[src/hdl/ttc_pkg.sv]
// constants and types shared by the thermal throttle controller
// How it works
// - activation temperature readable in target register
// - hardware steps first, adds gating at minimum point
// - monitor trip temperature fixed, never software visible
// - snoops and interrupts unaffected while throttling
// - thermal gating duty is factory constant
// - frequency drops first, within about 2 us
// - then voltage code steps down one entry at a time to the minimum point's code
// - execution continues during voltage stepping
// - return after cool plus hysteresis, via points
// - stepping up raises voltage before frequency
// - thermal gating runs 37.5 percent, stops 62.5
// - gating period 32 us, frequency independent
// - cool and timer expired ends throttle, gating
// - thermal gating only at minimum operating point
// - software may request gating at programmable duty
// - software enable bit 4 gates immediately
// - duty bits 3:1 select 12.5 to 100 percent running
// - thermal duty overrides software duty when active
package ttc_pkg;
   localparam int unsigned CLK_HZ         = 125_000_000;
   localparam int unsigned RATIO_NS       = 2_000;
   localparam int unsigned RATIO_CYC      = RATIO_NS / (1_000_000_000 / CLK_HZ);
   localparam int unsigned PERIOD_US      = 32;
   localparam int unsigned PERIOD_CYC     = PERIOD_US * (CLK_HZ / 1_000_000);
   localparam int unsigned EIGHTH_CYC     = PERIOD_CYC / 8;
   localparam int unsigned HYST_US        = 1_000;
   localparam int unsigned HYST_CYC       = HYST_US * (CLK_HZ / 1_000_000);
   localparam int unsigned VSTEP_NS       = 1_000;
   localparam int unsigned VSTEP_CYC      = VSTEP_NS / (1_000_000_000 / CLK_HZ);
   // code d runs d+1 eighths: code 2 gives 3/8 running
   localparam logic [2:0]  THERM_DUTY     = 3'h2;
   localparam logic [7:0]  ACT_TEMP_DEF   = 8'h5A;
   localparam logic [3:0]  ADDR_TEMP_TGT  = 4'h0;
   localparam logic [3:0]  ADDR_GATE_CTL  = 4'h1;
   localparam logic [3:0]  ADDR_STATUS    = 4'h2;
   localparam logic [3:0]  ADDR_OP_POINT  = 4'h3;
   localparam int unsigned TGT_TEMP_LSB   = 16;
   localparam int unsigned GATE_EN_BIT    = 4;
   localparam int unsigned DUTY_LSB       = 1;
   localparam int unsigned DUTY_MSB       = 3;
   localparam logic [31:0] UNMAPPED_DATA  = 32'h0000_0000;
   typedef enum logic [2:0] {
      TTC_IDLE, TTC_RATIO_DN, TTC_VID_DN, TTC_HOLD, TTC_VID_UP, TTC_RATIO_UP
   } ttc_state_type;
endpackage

[src/hdl/ttc_gate_if.sv]
// carrier between controller and clock gate generator
`timescale 1ns/1ps
interface ttc_gate_if;
   logic       enable;
   logic [2:0] duty;
   logic       run;
   logic       period_start;
   modport ctl (output enable, output duty, input run, input period_start);
   modport gen (input enable, input duty, output run, output period_start);
endinterface

[src/hdl/ttc_gate_gen.sv]
// clock gating pattern generator on a fixed period
`timescale 1ns/1ps
module ttc_gate_gen #(
   parameter int unsigned EIGHTH = ttc_pkg::EIGHTH_CYC
) (
   input  wire logic clk_i,
   input  wire logic resetn_i,
   ttc_gate_if.gen   g
);
   if (EIGHTH < 1 || EIGHTH > 65536) begin : g_bad_eighth
      $error("eighth period out of range");
   end
   typedef struct packed {
      logic [15:0] cnt;
      logic [2:0]  slot;
      logic        run;
      logic        start;
   } ttc_gen_type;
   ttc_gen_type s_reg;
   ttc_gen_type s_next;
   always_comb begin
      s_next = s_reg;
      s_next.start = 1'b0;
      if (!g.enable) begin
         s_next.cnt  = 16'h0000;
         s_next.slot = 3'h0;
         s_next.run  = 1'b1;
      end else begin
         // timed on the fixed clock, not the core ratio
         if (s_reg.cnt == 16'(EIGHTH - 1)) begin
            s_next.cnt  = 16'h0000;
            s_next.slot = s_reg.slot + 3'h1;
            if (s_reg.slot == 3'h7) begin
               s_next.start = 1'b1;
            end
         end else begin
            s_next.cnt = s_reg.cnt + 16'h0001;
         end
         // duty code d runs d+1 eighths of the period
         s_next.run = (s_next.slot <= g.duty);
      end
   end
   always_ff @(posedge clk_i or negedge resetn_i) begin
      if (!resetn_i) begin
         s_reg <= '{cnt: 16'h0000, slot: 3'h0, run: 1'b1, start: 1'b0};
      end else begin
         s_reg <= s_next;
      end
   end
   assign g.run          = s_reg.run;
   assign g.period_start = s_reg.start;
endmodule // ttc_gate_gen

[src/hdl/ttc_top.sv]
// thermal throttle controller with avalon register slave
`timescale 1ns/1ps
module ttc_top #(
   parameter int unsigned NPOINTS   = 4,
   parameter int unsigned HYST      = ttc_pkg::HYST_CYC,
   parameter int unsigned RATIO_T   = ttc_pkg::RATIO_CYC,
   parameter int unsigned VSTEP_T   = ttc_pkg::VSTEP_CYC,
   parameter int unsigned EIGHTH    = ttc_pkg::EIGHTH_CYC,
   parameter logic [7:0]  VID_NORM  = 8'h40,
   parameter logic [7:0]  VID_MIN   = 8'h30,
   parameter int unsigned VID_PER_PT = 4
) (
   input  wire logic        clk_i,
   input  wire logic        resetn_i,
   input  wire logic        over_temp_i,
   input  wire logic [3:0]  avs_address,
   input  wire logic        avs_read,
   input  wire logic        avs_write,
   input  wire logic [31:0] avs_writedata,
   input  wire logic [3:0]  avs_byteenable,
   output logic      [31:0] avs_readdata,
   output logic             avs_waitrequest,
   output logic      [2:0]  op_point_o,
   output logic      [7:0]  voltage_id_code_o,
   output logic             core_clk_run_o,
   output logic             thermal_alarm_n_o,
   output logic             tcc_active_o
);
   if (NPOINTS < 2 || NPOINTS > 8) begin : g_bad_points
      $error("NPOINTS out of range");
   end
   if (VID_PER_PT < 1) begin : g_bad_step
      $error("VID_PER_PT too small");
   end
   if (HYST < 1 || RATIO_T < 1 || VSTEP_T < 1) begin : g_bad_timing
      $error("bad timing");
   end

   localparam logic [2:0] PT_MIN = 3'(NPOINTS - 1);

   typedef struct packed {
      ttc_pkg::ttc_state_type st;
      logic [2:0]             pt;
      logic [7:0]             voltage_id_code;
      logic [31:0]            tmr;
      logic [31:0]            hyst;
      logic                   thermal_control_circuit;
      logic                   sw_en;
      logic [2:0]             sw_duty;
      logic                   ack;
      logic [31:0]            rdata;
      logic [15:0]            periods;
   } ttc_top_type;

   ttc_top_type s_reg;
   ttc_top_type s_next;
   ttc_gate_if  gif ();

   ttc_gate_gen #(.EIGHTH(EIGHTH)) u_gen (
      .clk_i    (clk_i),
      .resetn_i (resetn_i),
      .g        (gif.gen)
   );

   // voltage code that belongs to an operating point
   function automatic logic [7:0] vid_of(input logic [2:0] p);
      logic [7:0] v;
      v = VID_NORM - 8'(p * VID_PER_PT);
      if (v < VID_MIN) v = VID_MIN;
      return v;
   endfunction

   logic req;
   logic at_min;
   logic therm_gate;
   assign req        = avs_read | avs_write;
   assign at_min     = (s_reg.pt == PT_MIN) && (s_reg.voltage_id_code == vid_of(PT_MIN));
   // hardware adds gating only once stepping is exhausted
   assign therm_gate = s_reg.thermal_control_circuit && at_min && (s_reg.st == ttc_pkg::TTC_HOLD);

   // thermal duty overrides software duty
   assign gif.enable = therm_gate | s_reg.sw_en;
   assign gif.duty   = therm_gate ? ttc_pkg::THERM_DUTY : s_reg.sw_duty;

   always_comb begin
      s_next = s_reg;
      s_next.ack = 1'b0;
      if (gif.period_start) begin
         s_next.periods = s_reg.periods + 16'h0001;
      end
      // throttle sequencer
      unique case (s_reg.st)
         ttc_pkg::TTC_IDLE: begin
            // trip point is the fixed input, no register
            if (over_temp_i) begin
               s_next.thermal_control_circuit = 1'b1;
               s_next.st  = ttc_pkg::TTC_RATIO_DN;
               s_next.tmr = 32'(RATIO_T);
            end
         end
         ttc_pkg::TTC_RATIO_DN: begin
            // ratio switch first, settles in the 2 us window
            if (s_reg.tmr <= 32'h1) begin
               s_next.pt  = PT_MIN;
               s_next.st  = ttc_pkg::TTC_VID_DN;
               s_next.tmr = 32'(VSTEP_T);
            end else begin
               s_next.tmr = s_reg.tmr - 32'h1;
            end
         end
         ttc_pkg::TTC_VID_DN: begin
            // one table entry per step, core keeps running
            if (s_reg.voltage_id_code <= vid_of(s_reg.pt)) begin
               s_next.st   = ttc_pkg::TTC_HOLD;
               s_next.hyst = 32'(HYST);
            end else if (s_reg.tmr <= 32'h1) begin
               s_next.voltage_id_code = s_reg.voltage_id_code - 8'h01;
               s_next.tmr = 32'(VSTEP_T);
            end else begin
               s_next.tmr = s_reg.tmr - 32'h1;
            end
         end
         ttc_pkg::TTC_HOLD: begin
            // leave only when cool and hysteresis expired
            if (over_temp_i) begin
               s_next.hyst = 32'(HYST);
            end else if (s_reg.hyst <= 32'h1) begin
               s_next.st  = ttc_pkg::TTC_VID_UP;
               s_next.tmr = 32'(VSTEP_T);
               s_next.thermal_control_circuit = 1'b0;
            end else begin
               s_next.hyst = s_reg.hyst - 32'h1;
            end
         end
         ttc_pkg::TTC_VID_UP: begin
            // voltage rises to next point before frequency
            if (over_temp_i) begin
               s_next.thermal_control_circuit = 1'b1;
               s_next.st  = ttc_pkg::TTC_RATIO_DN;
               s_next.tmr = 32'(RATIO_T);
            end else if (s_reg.voltage_id_code >= vid_of(s_reg.pt - 3'h1)) begin
               s_next.st  = ttc_pkg::TTC_RATIO_UP;
               s_next.tmr = 32'(RATIO_T);
            end else if (s_reg.tmr <= 32'h1) begin
               s_next.voltage_id_code = s_reg.voltage_id_code + 8'h01;
               s_next.tmr = 32'(VSTEP_T);
            end else begin
               s_next.tmr = s_reg.tmr - 32'h1;
            end
         end
         ttc_pkg::TTC_RATIO_UP: begin
            // through intermediate points back to normal
            if (over_temp_i) begin
               // hot again on the way up: throttle afresh
               s_next.thermal_control_circuit = 1'b1;
               s_next.st  = ttc_pkg::TTC_RATIO_DN;
               s_next.tmr = 32'(RATIO_T);
            end else if (s_reg.tmr <= 32'h1) begin
               s_next.pt  = s_reg.pt - 3'h1;
               s_next.tmr = 32'(VSTEP_T);
               s_next.st  = (s_reg.pt == 3'h1) ? ttc_pkg::TTC_IDLE
                                                : ttc_pkg::TTC_VID_UP;
            end else begin
               s_next.tmr = s_reg.tmr - 32'h1;
            end
         end
         default: s_next.st = ttc_pkg::TTC_IDLE;
      endcase
      // avalon slave: one wait cycle, then answer
      if (req && !s_reg.ack) begin
         s_next.ack   = 1'b1;
         s_next.rdata = ttc_pkg::UNMAPPED_DATA;
         if (avs_read) begin
            unique case (avs_address)
               ttc_pkg::ADDR_TEMP_TGT:
                  // activation temperature readable
                  s_next.rdata[ttc_pkg::TGT_TEMP_LSB +: 8] =
                     ttc_pkg::ACT_TEMP_DEF;
               ttc_pkg::ADDR_GATE_CTL: begin
                  s_next.rdata[ttc_pkg::GATE_EN_BIT] = s_reg.sw_en;
                  s_next.rdata[ttc_pkg::DUTY_MSB:ttc_pkg::DUTY_LSB] =
                     s_reg.sw_duty;
               end
               ttc_pkg::ADDR_STATUS:
                  s_next.rdata = {s_reg.periods, 8'h00, 1'b0,
                                  ttc_pkg::ttc_state_type'(s_reg.st),
                                  gif.run, therm_gate, at_min,
                                  s_reg.thermal_control_circuit};
               ttc_pkg::ADDR_OP_POINT:
                  s_next.rdata = {21'h000000, s_reg.pt, s_reg.voltage_id_code};
               default: s_next.rdata = ttc_pkg::UNMAPPED_DATA;
            endcase
         end
      end else if (avs_write && s_reg.ack &&
                   avs_address == ttc_pkg::ADDR_GATE_CTL &&
                   avs_byteenable[0]) begin
         // write lands at the edge that sees waitrequest low
         // software gating starts at once, any temperature
         s_next.sw_en   = avs_writedata[ttc_pkg::GATE_EN_BIT];
         s_next.sw_duty = avs_writedata[ttc_pkg::DUTY_MSB:
                                        ttc_pkg::DUTY_LSB];
      end
   end

   always_ff @(posedge clk_i or negedge resetn_i) begin
      if (!resetn_i) begin
         s_reg <= '{st: ttc_pkg::TTC_IDLE, pt: 3'h0, voltage_id_code: VID_NORM,
                    tmr: 32'h0, hyst: 32'h0, thermal_control_circuit: 1'b0, sw_en: 1'b0,
                    sw_duty: 3'h0, ack: 1'b0, rdata: 32'h0,
                    periods: 16'h0000};
      end else begin
         s_reg <= s_next;
      end
   end

   assign avs_waitrequest   = req & ~s_reg.ack;
   assign avs_readdata      = s_reg.rdata;
   assign op_point_o        = s_reg.pt;
   assign voltage_id_code_o = s_reg.voltage_id_code;
   // gating touches only core clocks, snoop and interrupt paths run
   assign core_clk_run_o    = gif.run;
   assign thermal_alarm_n_o = ~s_reg.thermal_control_circuit;
   assign tcc_active_o      = s_reg.thermal_control_circuit;
endmodule // ttc_top

[config.mk]
export PLATFORM = sky130hd
export DESIGN_NAME = ttc_top
export DESIGN_NICKNAME = d
export VERILOG_FILES = /design/src/hdl/ttc_pkg.sv /design/src/hdl/ttc_gate_if.sv /design/src/hdl/ttc_gate_gen.sv /design/src/hdl/ttc_top.sv
export SDC_FILE = /design/constraint.sdc
export NUM_CORES = 1
export LEC_CHECK = 0
export BUFFER_PORTS_ARGS = -buffer_cell sky130_fd_sc_hd__buf_2
export CORE_ASPECT_RATIO = 0.7
export CORE_MARGIN = 4
export CORE_UTILIZATION = 45
export DETAILED_ROUTE_END_ITERATION = 10
export MAX_ROUTING_LAYER = met4
export PLACE_DENSITY = 0.61
export RECOVER_POWER = 50
export SETUP_SLACK_MARGIN = 0.3
export SYNTH_ARGS = -nofsm -noshare
export SYNTH_HDL_FRONTEND = slang
export SYNTH_HIERARCHICAL = 1
export SYNTH_SLANG_ARGS = --single-unit
[constraint.sdc]
create_clock -name clk_i -period 4.5 [get_ports clk_i]
set_input_delay 0.9 -clock clk_i [delete_from_list [all_inputs] [get_ports clk_i]]
set_output_delay 0.9 -clock clk_i [all_outputs]
set_load 0.02 [all_outputs]
==> out/metrics.csv, run 1 <==
stage,metric,value,unit
run_status,outcome,"finished, violations left",
run_status,violations,"capacitance limit, slew limit",
clocking,cts_resized,0,
placement,routabilityCongestion,0.851,
worst_setup_path,worstPathArrival,4030,ps
sta,finalSetupViolations,0,
floorplan,num_rows,42,
worst_setup_path,endpoint_kind,flip-flop,
clocking,root_buffer,clkbuf_16,
synth,synth_edf_count,0,
worst_setup_path,cp_slowest_cell,dfrtp_1,
route,drt_iter0_drc,573,
synth,yosys_most_used_dff,dfrtp_1,
synth,ys_warn_count,6,
synth,netlist_area,8660,um2
route,dr_wl_met2,7.74,mm
global_route,antenna_found_initial,0,
power_and_ir_drop,p_leak,4.29,nW
floorplan,floorplan.die.height,124,um
sta,max_slew_margin,-0.401,
sta,fmaxAchievable,269,MHz
placement,io_buffers,55,
final_layout,syn2layout_area_growth,9.32,%
placement,pre_cts_slack,548,ps
clocking,cts_setup_buffers,0,
clocking,cts_tree,built,
synth,yosysSeqAreaShare,0.428,
global_route,grt_usage,0.195,
route,routed_via_density,5.81,
sta,hold_viol_final,0,
sta,fin_ws,785,ps
route,first_pass_iters,6,
placement,dpl.hpwl,13.4,mm
worst_setup_path,critical_path.max_stage_delay,450,ps
final_layout,largest_register_ffs,88,
global_route,grt-ovfl-total,0,
clocking,cts.sinks,148,
floorplan,pin_count,92,
floorplan,die_w,174,um
global_route,grt_pass1_vias,6164,
floorplan,fp.coreArea,18900,um2
final_layout,layout_commonest_cell,dfrtp_1,
final_layout,final_cell_mix,"dfrtp_1 (146), nor2_1 (75), o21ai_0 (61), buf_2 (53), nor3_1 (51)",
synth,syn_area_per_cell,9.52,um2
global_route,grt_pass1_wl,33.2,mm
final_layout,drive_gt1_frac,0.147,
route,wl_per_cell,16.7,um
floorplan,start_util,0.458,
placement,dp.cells,1143,
worst_setup_path,cp_common_cell,ha_1,
power_and_ir_drop,vdd_drop_max,0.181,mV
synth,yosysTopAreaCellShare,0.422,
final_layout,fin_nets,1001,
final_layout,instances_no_fill,1175,
power_and_ir_drop,powerDensity,315,nW/um2
power_and_ir_drop,total_power,2.98,mW
synth,async_reset_ff_frac,1.00,
worst_setup_path,cp.required,4820,ps
clocking,clkLatencyLatePin,430,ps
floorplan,dieArea,21600,um2
synth,yosysTopAreaCell,dfrtp_1,
min_path,hp-class,flip-flop to flip-flop,
synth,synthTopCellsByArea,"dfrtp_1 (42%), ha_1 (5.1%), buf_4 (3.7%)",
worst_setup_path,path_max_fanout,19,
clocking,htree_levels,4,
clocking,path_clk_slew,70,ps
route,route.detailed.drc,0,
worst_setup_path,crit_family,compound AO/OA/AOI/OAI gates,
flow_run,cap_violations,2,
sta,tightest_slew,2100,ps
worst_setup_path,worst-path-buf-inv,3,
synth,synth_seq_cells,148,
route,routed_wl,19.7,mm
final_layout,num_antenna_cells,0,
synth,synth_cell_type_count,71,
clocking,holdBufCountCts,0,
global_route,grt_max_degree,88,
route,wl_met3,868,um
clocking,clockBufferDepth,2,
worst_setup_path,cp-start-kind,flip-flop,
sta,slew_viol_final,119,
sta,rsz0062_at_grt,no,
sta,fin_crit_sh,0.826,
sta,tns,0,ps
sta,clock_skew,14.1,ps
route,wl_met1,10.9,mm
synth,synthCells,910,
sta,fin_crit,3710,ps
route,highest_layer,met4,
route,final_antenna_net_count,0,
clocking,numCtsBuffers,17,
worst_setup_path,crit_chain,inv_1 > ha_1 > nor2b_1 > or2_2 > inv_1 > ha_1 > o21ai_0 > ha_1 > nor3_1 > a2111o_1 > a31oi_1 > o22ai_2 > nand2_1 > buf_4 > o311a_1,
worst_setup_path,path_class,flip-flop to flip-flop,
route,via_count,6832,
## worst reg2reg max path, cell delays in order (launching register included)
cell,delay [ps]
dfrtp_1,450
inv_1,110
ha_1,200
nor2b_1,140
or2_2,320
inv_1,80
ha_1,240
o21ai_0,190
ha_1,260
nor3_1,130
a2111o_1,210
a31oi_1,170
o22ai_2,440
nand2_1,90
buf_4,240
o311a_1,350
## logic make-up (layout without fill, tap and decap cells)
kind of cell / after synthesis / in the layout / synth area share
XOR/XNOR: 40 / 40 / 0.0405
AND/OR/NAND/NOR: 333 / 333 / 0.206
AO/OA/AOI/OAI: 229 / 229 / 0.185
flip-flops: 148 / 148 / 0.428
other: 1 / 5 / 0.000433
multiplexers: 11 / 11 / 0.0152
adder cells (fa/ha/maj): 36 / 36 / 0.0529
buffers and inverters: 112 / 131 / 0.0721
## stage by stage
stage	utilization	cell area, um2	hold slack (ps)
finish	0.500	9470	479
global route	0.500	9470	512
CTS	0.501	9480	481
detailed placement	0.469	8870	469
global placement	0.469	8870	463
floorplan	-	8670	445
## final cells by class
| cell class | count | area (um2) |
|---|---|---|
| Timing Repair Buffer | 70 | 377 |
| Inverter | 29 | 109 |
| Clock inverter | 15 | 181 |
| Fill cell | 1753 | 9450 |
| Clock buffer | 17 | 425 |
| Multi-Input combinational cell | 654 | 4370 |
| Sequential cell | 148 | 3710 |
| Tap cell | 242 | 303 |
## power by group
part           switching (mW)  leakage, nW  internal [mW]
logic                   0.117         2.01         0.0518
clock network           0.676        0.289          0.752
registers              0.0277         1.99           1.36
## path summary, 6_finish.rpt
check	from	slack [ps]	to	cells after the start
worst max register to register	op_point_o[1]	790	s_reg[89]	15
worst max-delay path	op_point_o[1]	790	s_reg[89]	15
worst min-delay path	s_reg[15]	480	s_reg[15]	1
min in group asynchronous	resetn_i	1070	voltage_id_code_o[5]	1
worst min register to register	s_reg[15]	480	s_reg[15]	1
max in group asynchronous	resetn_i	1110	u_gen/s_reg[16]	2
## cells in the mapped netlist, drive strengths merged (3+ instances only)
library cell,number
nor3b,7
or4,12
o211ai,6
clkbuf,30
inv,29
buf,53
o41ai,12
nand2b,10
ha,35
mux2,11
xor2,13
and4,4
nor3,51
nor4b,5
and2,5
o31ai,40
a222oi,3
nor2,75
o21a,8
nor4,19
a21o,7
o21ai,63
or3,20
nand4,18
dfrtp,146
a21oi,27
nand3,26
xnor2,27
a31oi,6
nand2,50
a22o,24
nor2b,10
a22oi,7
or2,7
and3,6
a211oi,9
## layer usage
layer,vias up,global-route usage
met5,-,-
met4,0,0.0420
met3,13,0.0404
met2,153,0.256
met1,3311,0.304
li1,3355,-
Power figures use the tool's default switching activity.
==> inputs of run 2 (changes only) <==
--- a/config.mk
+++ b/config.mk
@@ -11,7 +11,7 @@
 export CORE_UTILIZATION = 45
 export DETAILED_ROUTE_END_ITERATION = 10
 export MAX_ROUTING_LAYER = met4
-export PLACE_DENSITY = 0.61
+export PLACE_DENSITY = 0.63
 export RECOVER_POWER = 50
 export SETUP_SLACK_MARGIN = 0.3
 export SYNTH_ARGS = -nofsm -noshare
==> constraint.sdc (replaced) <==
create_clock -name clk_i -period 3.1 [get_ports clk_i]
set_input_delay 0.62 -clock clk_i [delete_from_list [all_inputs] [get_ports clk_i]]
set_output_delay 0.62 -clock clk_i [all_outputs]
set_load 0.02 [all_outputs]
==> run 2 against run 1 <==
The run ends with setup timing left. Wire length increased by 11%. Count of clock-buffer cells in the layout increased by 4. Clock skew shrank 3.3 ps. Maximum frequency up 19%. Via count up 6.1%. Sequential share of layout area is 5.0 points lower. Sequential power up 45%. Combinational power up 75%. Utilization increased by 7.3 points. Hold slack got worse by 54 ps. Largest cell class unchanged. Largest power group unchanged.
==> out/metrics.csv, run 2 (synthesis results as in run 1) <==
stage,metric,value,unit,change
sta,slew_viol_final,0,,was 119
worst_setup_path,reg2reg_depth,16,,was 15
power_and_ir_drop,p_leak,4.86,nW,was 4.29 nW
floorplan,die_w,174,um,unchanged
worst_setup_path,worstPathArrival,3430,ps,was 4030 ps
clocking,numCtsBuffers,17,,unchanged
route,drt_iter0_drc,622,,was 573
worst_setup_path,cp_slowest_cell,a2111o_1,,was dfrtp_1
sta,fin_crit_sh,1.01,,was 0.826
worst_setup_path,reg2reg_from,op_point_o[0],,was op_point_o[1]
worst_setup_path,path_max_fanout,5,,was 19
clocking,clkLatencyLatePin,440,ps,was 430 ps
route,route.detailed.drc,0,,unchanged
worst_setup_path,critical_path.max_stage_delay,460,ps,was 450 ps
min_path,hold_end,s_reg[50],,was s_reg[15]
placement,dpl.hpwl,14.1,mm,was 13.4 mm
clocking,path_clk_slew,60,ps,was 70 ps
final_layout,largest_register_ffs,88,,unchanged
run_status,violations,setup timing,,"was capacitance limit, slew limit"
clocking,htree_levels,4,,unchanged
clocking,cts.sinks,148,,unchanged
worst_setup_path,crit_chain,inv_4 > ha_4 > nor2b_4 > or2_4 > inv_4 > ha_4 > o21ai_2 > ha_2 > nor3b_1 > a2111o_1 > a211oi_2 > buf_6 > buf_4 > nor3_1 > o31ai_1 > o41ai_1,,was inv_1 > ha_1 > nor2b_1 > or2_2 > inv_1 > ha_1 > o21ai_0 > ha_1 > nor3_1 > a2111o_1 > a31oi_1 > o22ai_2 > nand2_1 > buf_4 > o311a_1
sta,clock_skew,10.8,ps,was 14.1 ps
route,first_pass_iters,7,,was 6
sta,hold_viol_final,0,,unchanged
worst_setup_path,cp-start-kind,flip-flop,,unchanged
power_and_ir_drop,vdd_drop_max,0.314,mV,was 0.181 mV
sta,fin_ws,-16.4,ps,was 785 ps
placement,routabilityCongestion,0.849,,was 0.851
sta,finalSetupViolations,2,,was 0
global_route,antenna_found_initial,1,,was 0
clocking,cts_tree,built,,unchanged
floorplan,num_rows,42,,unchanged
floorplan,floorplan.die.height,124,um,unchanged
final_layout,fillCellCount,1611,,was 1753
flow_run,cap_violations,0,,was 2
power_and_ir_drop,powerDensity,415,nW/um2,was 315 nW/um2
floorplan,start_util,0.458,,unchanged
sta,whs,425,ps,was 479 ps
final_layout,instances_no_fill,1244,,was 1175
min_path,hp-class,input port to flip-flop,,was flip-flop to flip-flop
sta,tightest_slew,1470,ps,was 2100 ps
min_path,hp-start,avs_writedata[2],,was s_reg[15]
sta,max_slew_margin,0.0209,,was -0.401
placement,io_buffers,55,,unchanged
final_layout,final_cell_mix,"dfrtp_1 (146), nor2_1 (73), buf_2 (56), nor3_1 (47), nand2_1 (47)",,"was dfrtp_1 (146), nor2_1 (75), o21ai_0 (61), buf_2 (53), nor3_1 (51)"
global_route,grt_usage,0.209,,was 0.195
worst_setup_path,endpoint_kind,flip-flop,,unchanged
route,routed_via_density,5.83,,was 5.81
worst_setup_path,r2r_slack,-20,ps,was 790 ps
final_layout,fin_nets,1069,,was 1001
global_route,grt_max_degree,60,,was 88
floorplan,dieArea,21600,um2,unchanged
min_path,hold_depth,2,,was 1
floorplan,pin_count,92,,unchanged
worst_setup_path,r2r-end,s_reg[115],,was s_reg[89]
route,routed_wl,21.8,mm,was 19.7 mm
worst_setup_path,cp.required,3410,ps,was 4820 ps
route,wl_per_cell,17.5,um,was 16.7 um
sta,fmaxAchievable,321,MHz,was 269 MHz
final_layout,syn2layout_area_growth,25.3,%,was 9.32%
global_route,grt_pass1_vias,6817,,was 6164
global_route,grt_pass1_wl,35.6,mm,was 33.2 mm
sta,fin_crit,3120,ps,was 3710 ps
final_layout,final_util,0.574,,was 0.500
route,via_count,7251,,was 6832
route,final_antenna_net_count,0,,unchanged
run_status,outcome,"finished, violations left",,unchanged
final_layout,layout_commonest_cell,dfrtp_1,,unchanged
floorplan,fp.coreArea,18900,um2,unchanged
final_layout,drive_gt1_frac,0.288,,was 0.147
worst_setup_path,path_class,flip-flop to flip-flop,,unchanged
global_route,grt-ovfl-total,0,,unchanged
clocking,root_buffer,clkbuf_16,,unchanged
placement,dp.cells,1180,,was 1143
clocking,clockBufferDepth,2,,unchanged
sta,tns,-27.6,ps,was 0 ps
sta,rsz0062_at_grt,yes,,was no
## run 2: worst max-delay path, delay by kind of cell, from the launching register on
kind                       cells  cell delay (ps)
AOI/OAI and AO/OA              5             1160
adders and majority gates      3              550
and+or+nand+nor                4              470
buffers and inverters          4              440
DFF                            1              390
## run 2: metrics by stage
step	power (mW)	cell area, um2	setup WS [ps]
6_report	4.50	10900	-16.4
5_1_grt	4.69	10900	-176
4_1_cts	4.56	10500	2.00
3_5_place_dp	2.32	9350	-89.0
3_3_place_gp	2.32	9350	-22.0
2_1_floorplan	2.21	8850	-29.3
## run 2: worst max path at each step
stage | startpoint | endpoint | slack (ps) | cells past startpoint
after floorplan | op_point_o[0] | voltage_id_code_o[3] | -30 | 13
after detailed placement | op_point_o[0] | s_reg[104] | -90 | 14
final | op_point_o[0] | s_reg[115] | -20 | 16
after global routing | op_point_o[1] | s_reg[115] | -180 | 16
after CTS | op_point_o[0] | s_reg[104] | 2 | 16
after global placement | op_point_o[0] | s_reg[99] | -20 | 14
## run 2: cell type report
type,count,area (um2),share of cell area
diodes,1,2.50,0.000231
clock inverters,11,148,0.0136
repair buffers,136,1100,0.101
clock buffers,21,480,0.0443
well taps,242,303,0.0279
multi-input cells,656,5000,0.460
inverters,29,114,0.0105
flip-flops and latches,148,3710,0.342
## run 2: routing by layer
metal / share of wire / up-vias / global-route usage
li1: - / 3504 / -
met1: 0.52 / 3545 / 0.320
met2: 0.42 / 177 / 0.276
met3: 0.048 / 25 / 0.0492
met4: 0.011 / 0 / 0.0494
met5: 0 / - / -
## run 2: power breakdown
part | switching [mW] | internal [mW] | total, mW
Sequential | 0.0465 | 1.97 | 2.02
Clock | 0.837 | 1.35 | 2.19
Combinational | 0.192 | 0.103 | 0.295
Total | 1.08 | 3.43 | 4.50
## run 2: timing repair
action                                  in CTS  in global routing
gates cloned                                 5                  1
hold buffers                                 0                  0
endpoints found under the setup margin      74                 75
setup buffers                               19                  6
gates resized for setup                     95                 46
pin swaps                                   33                  7
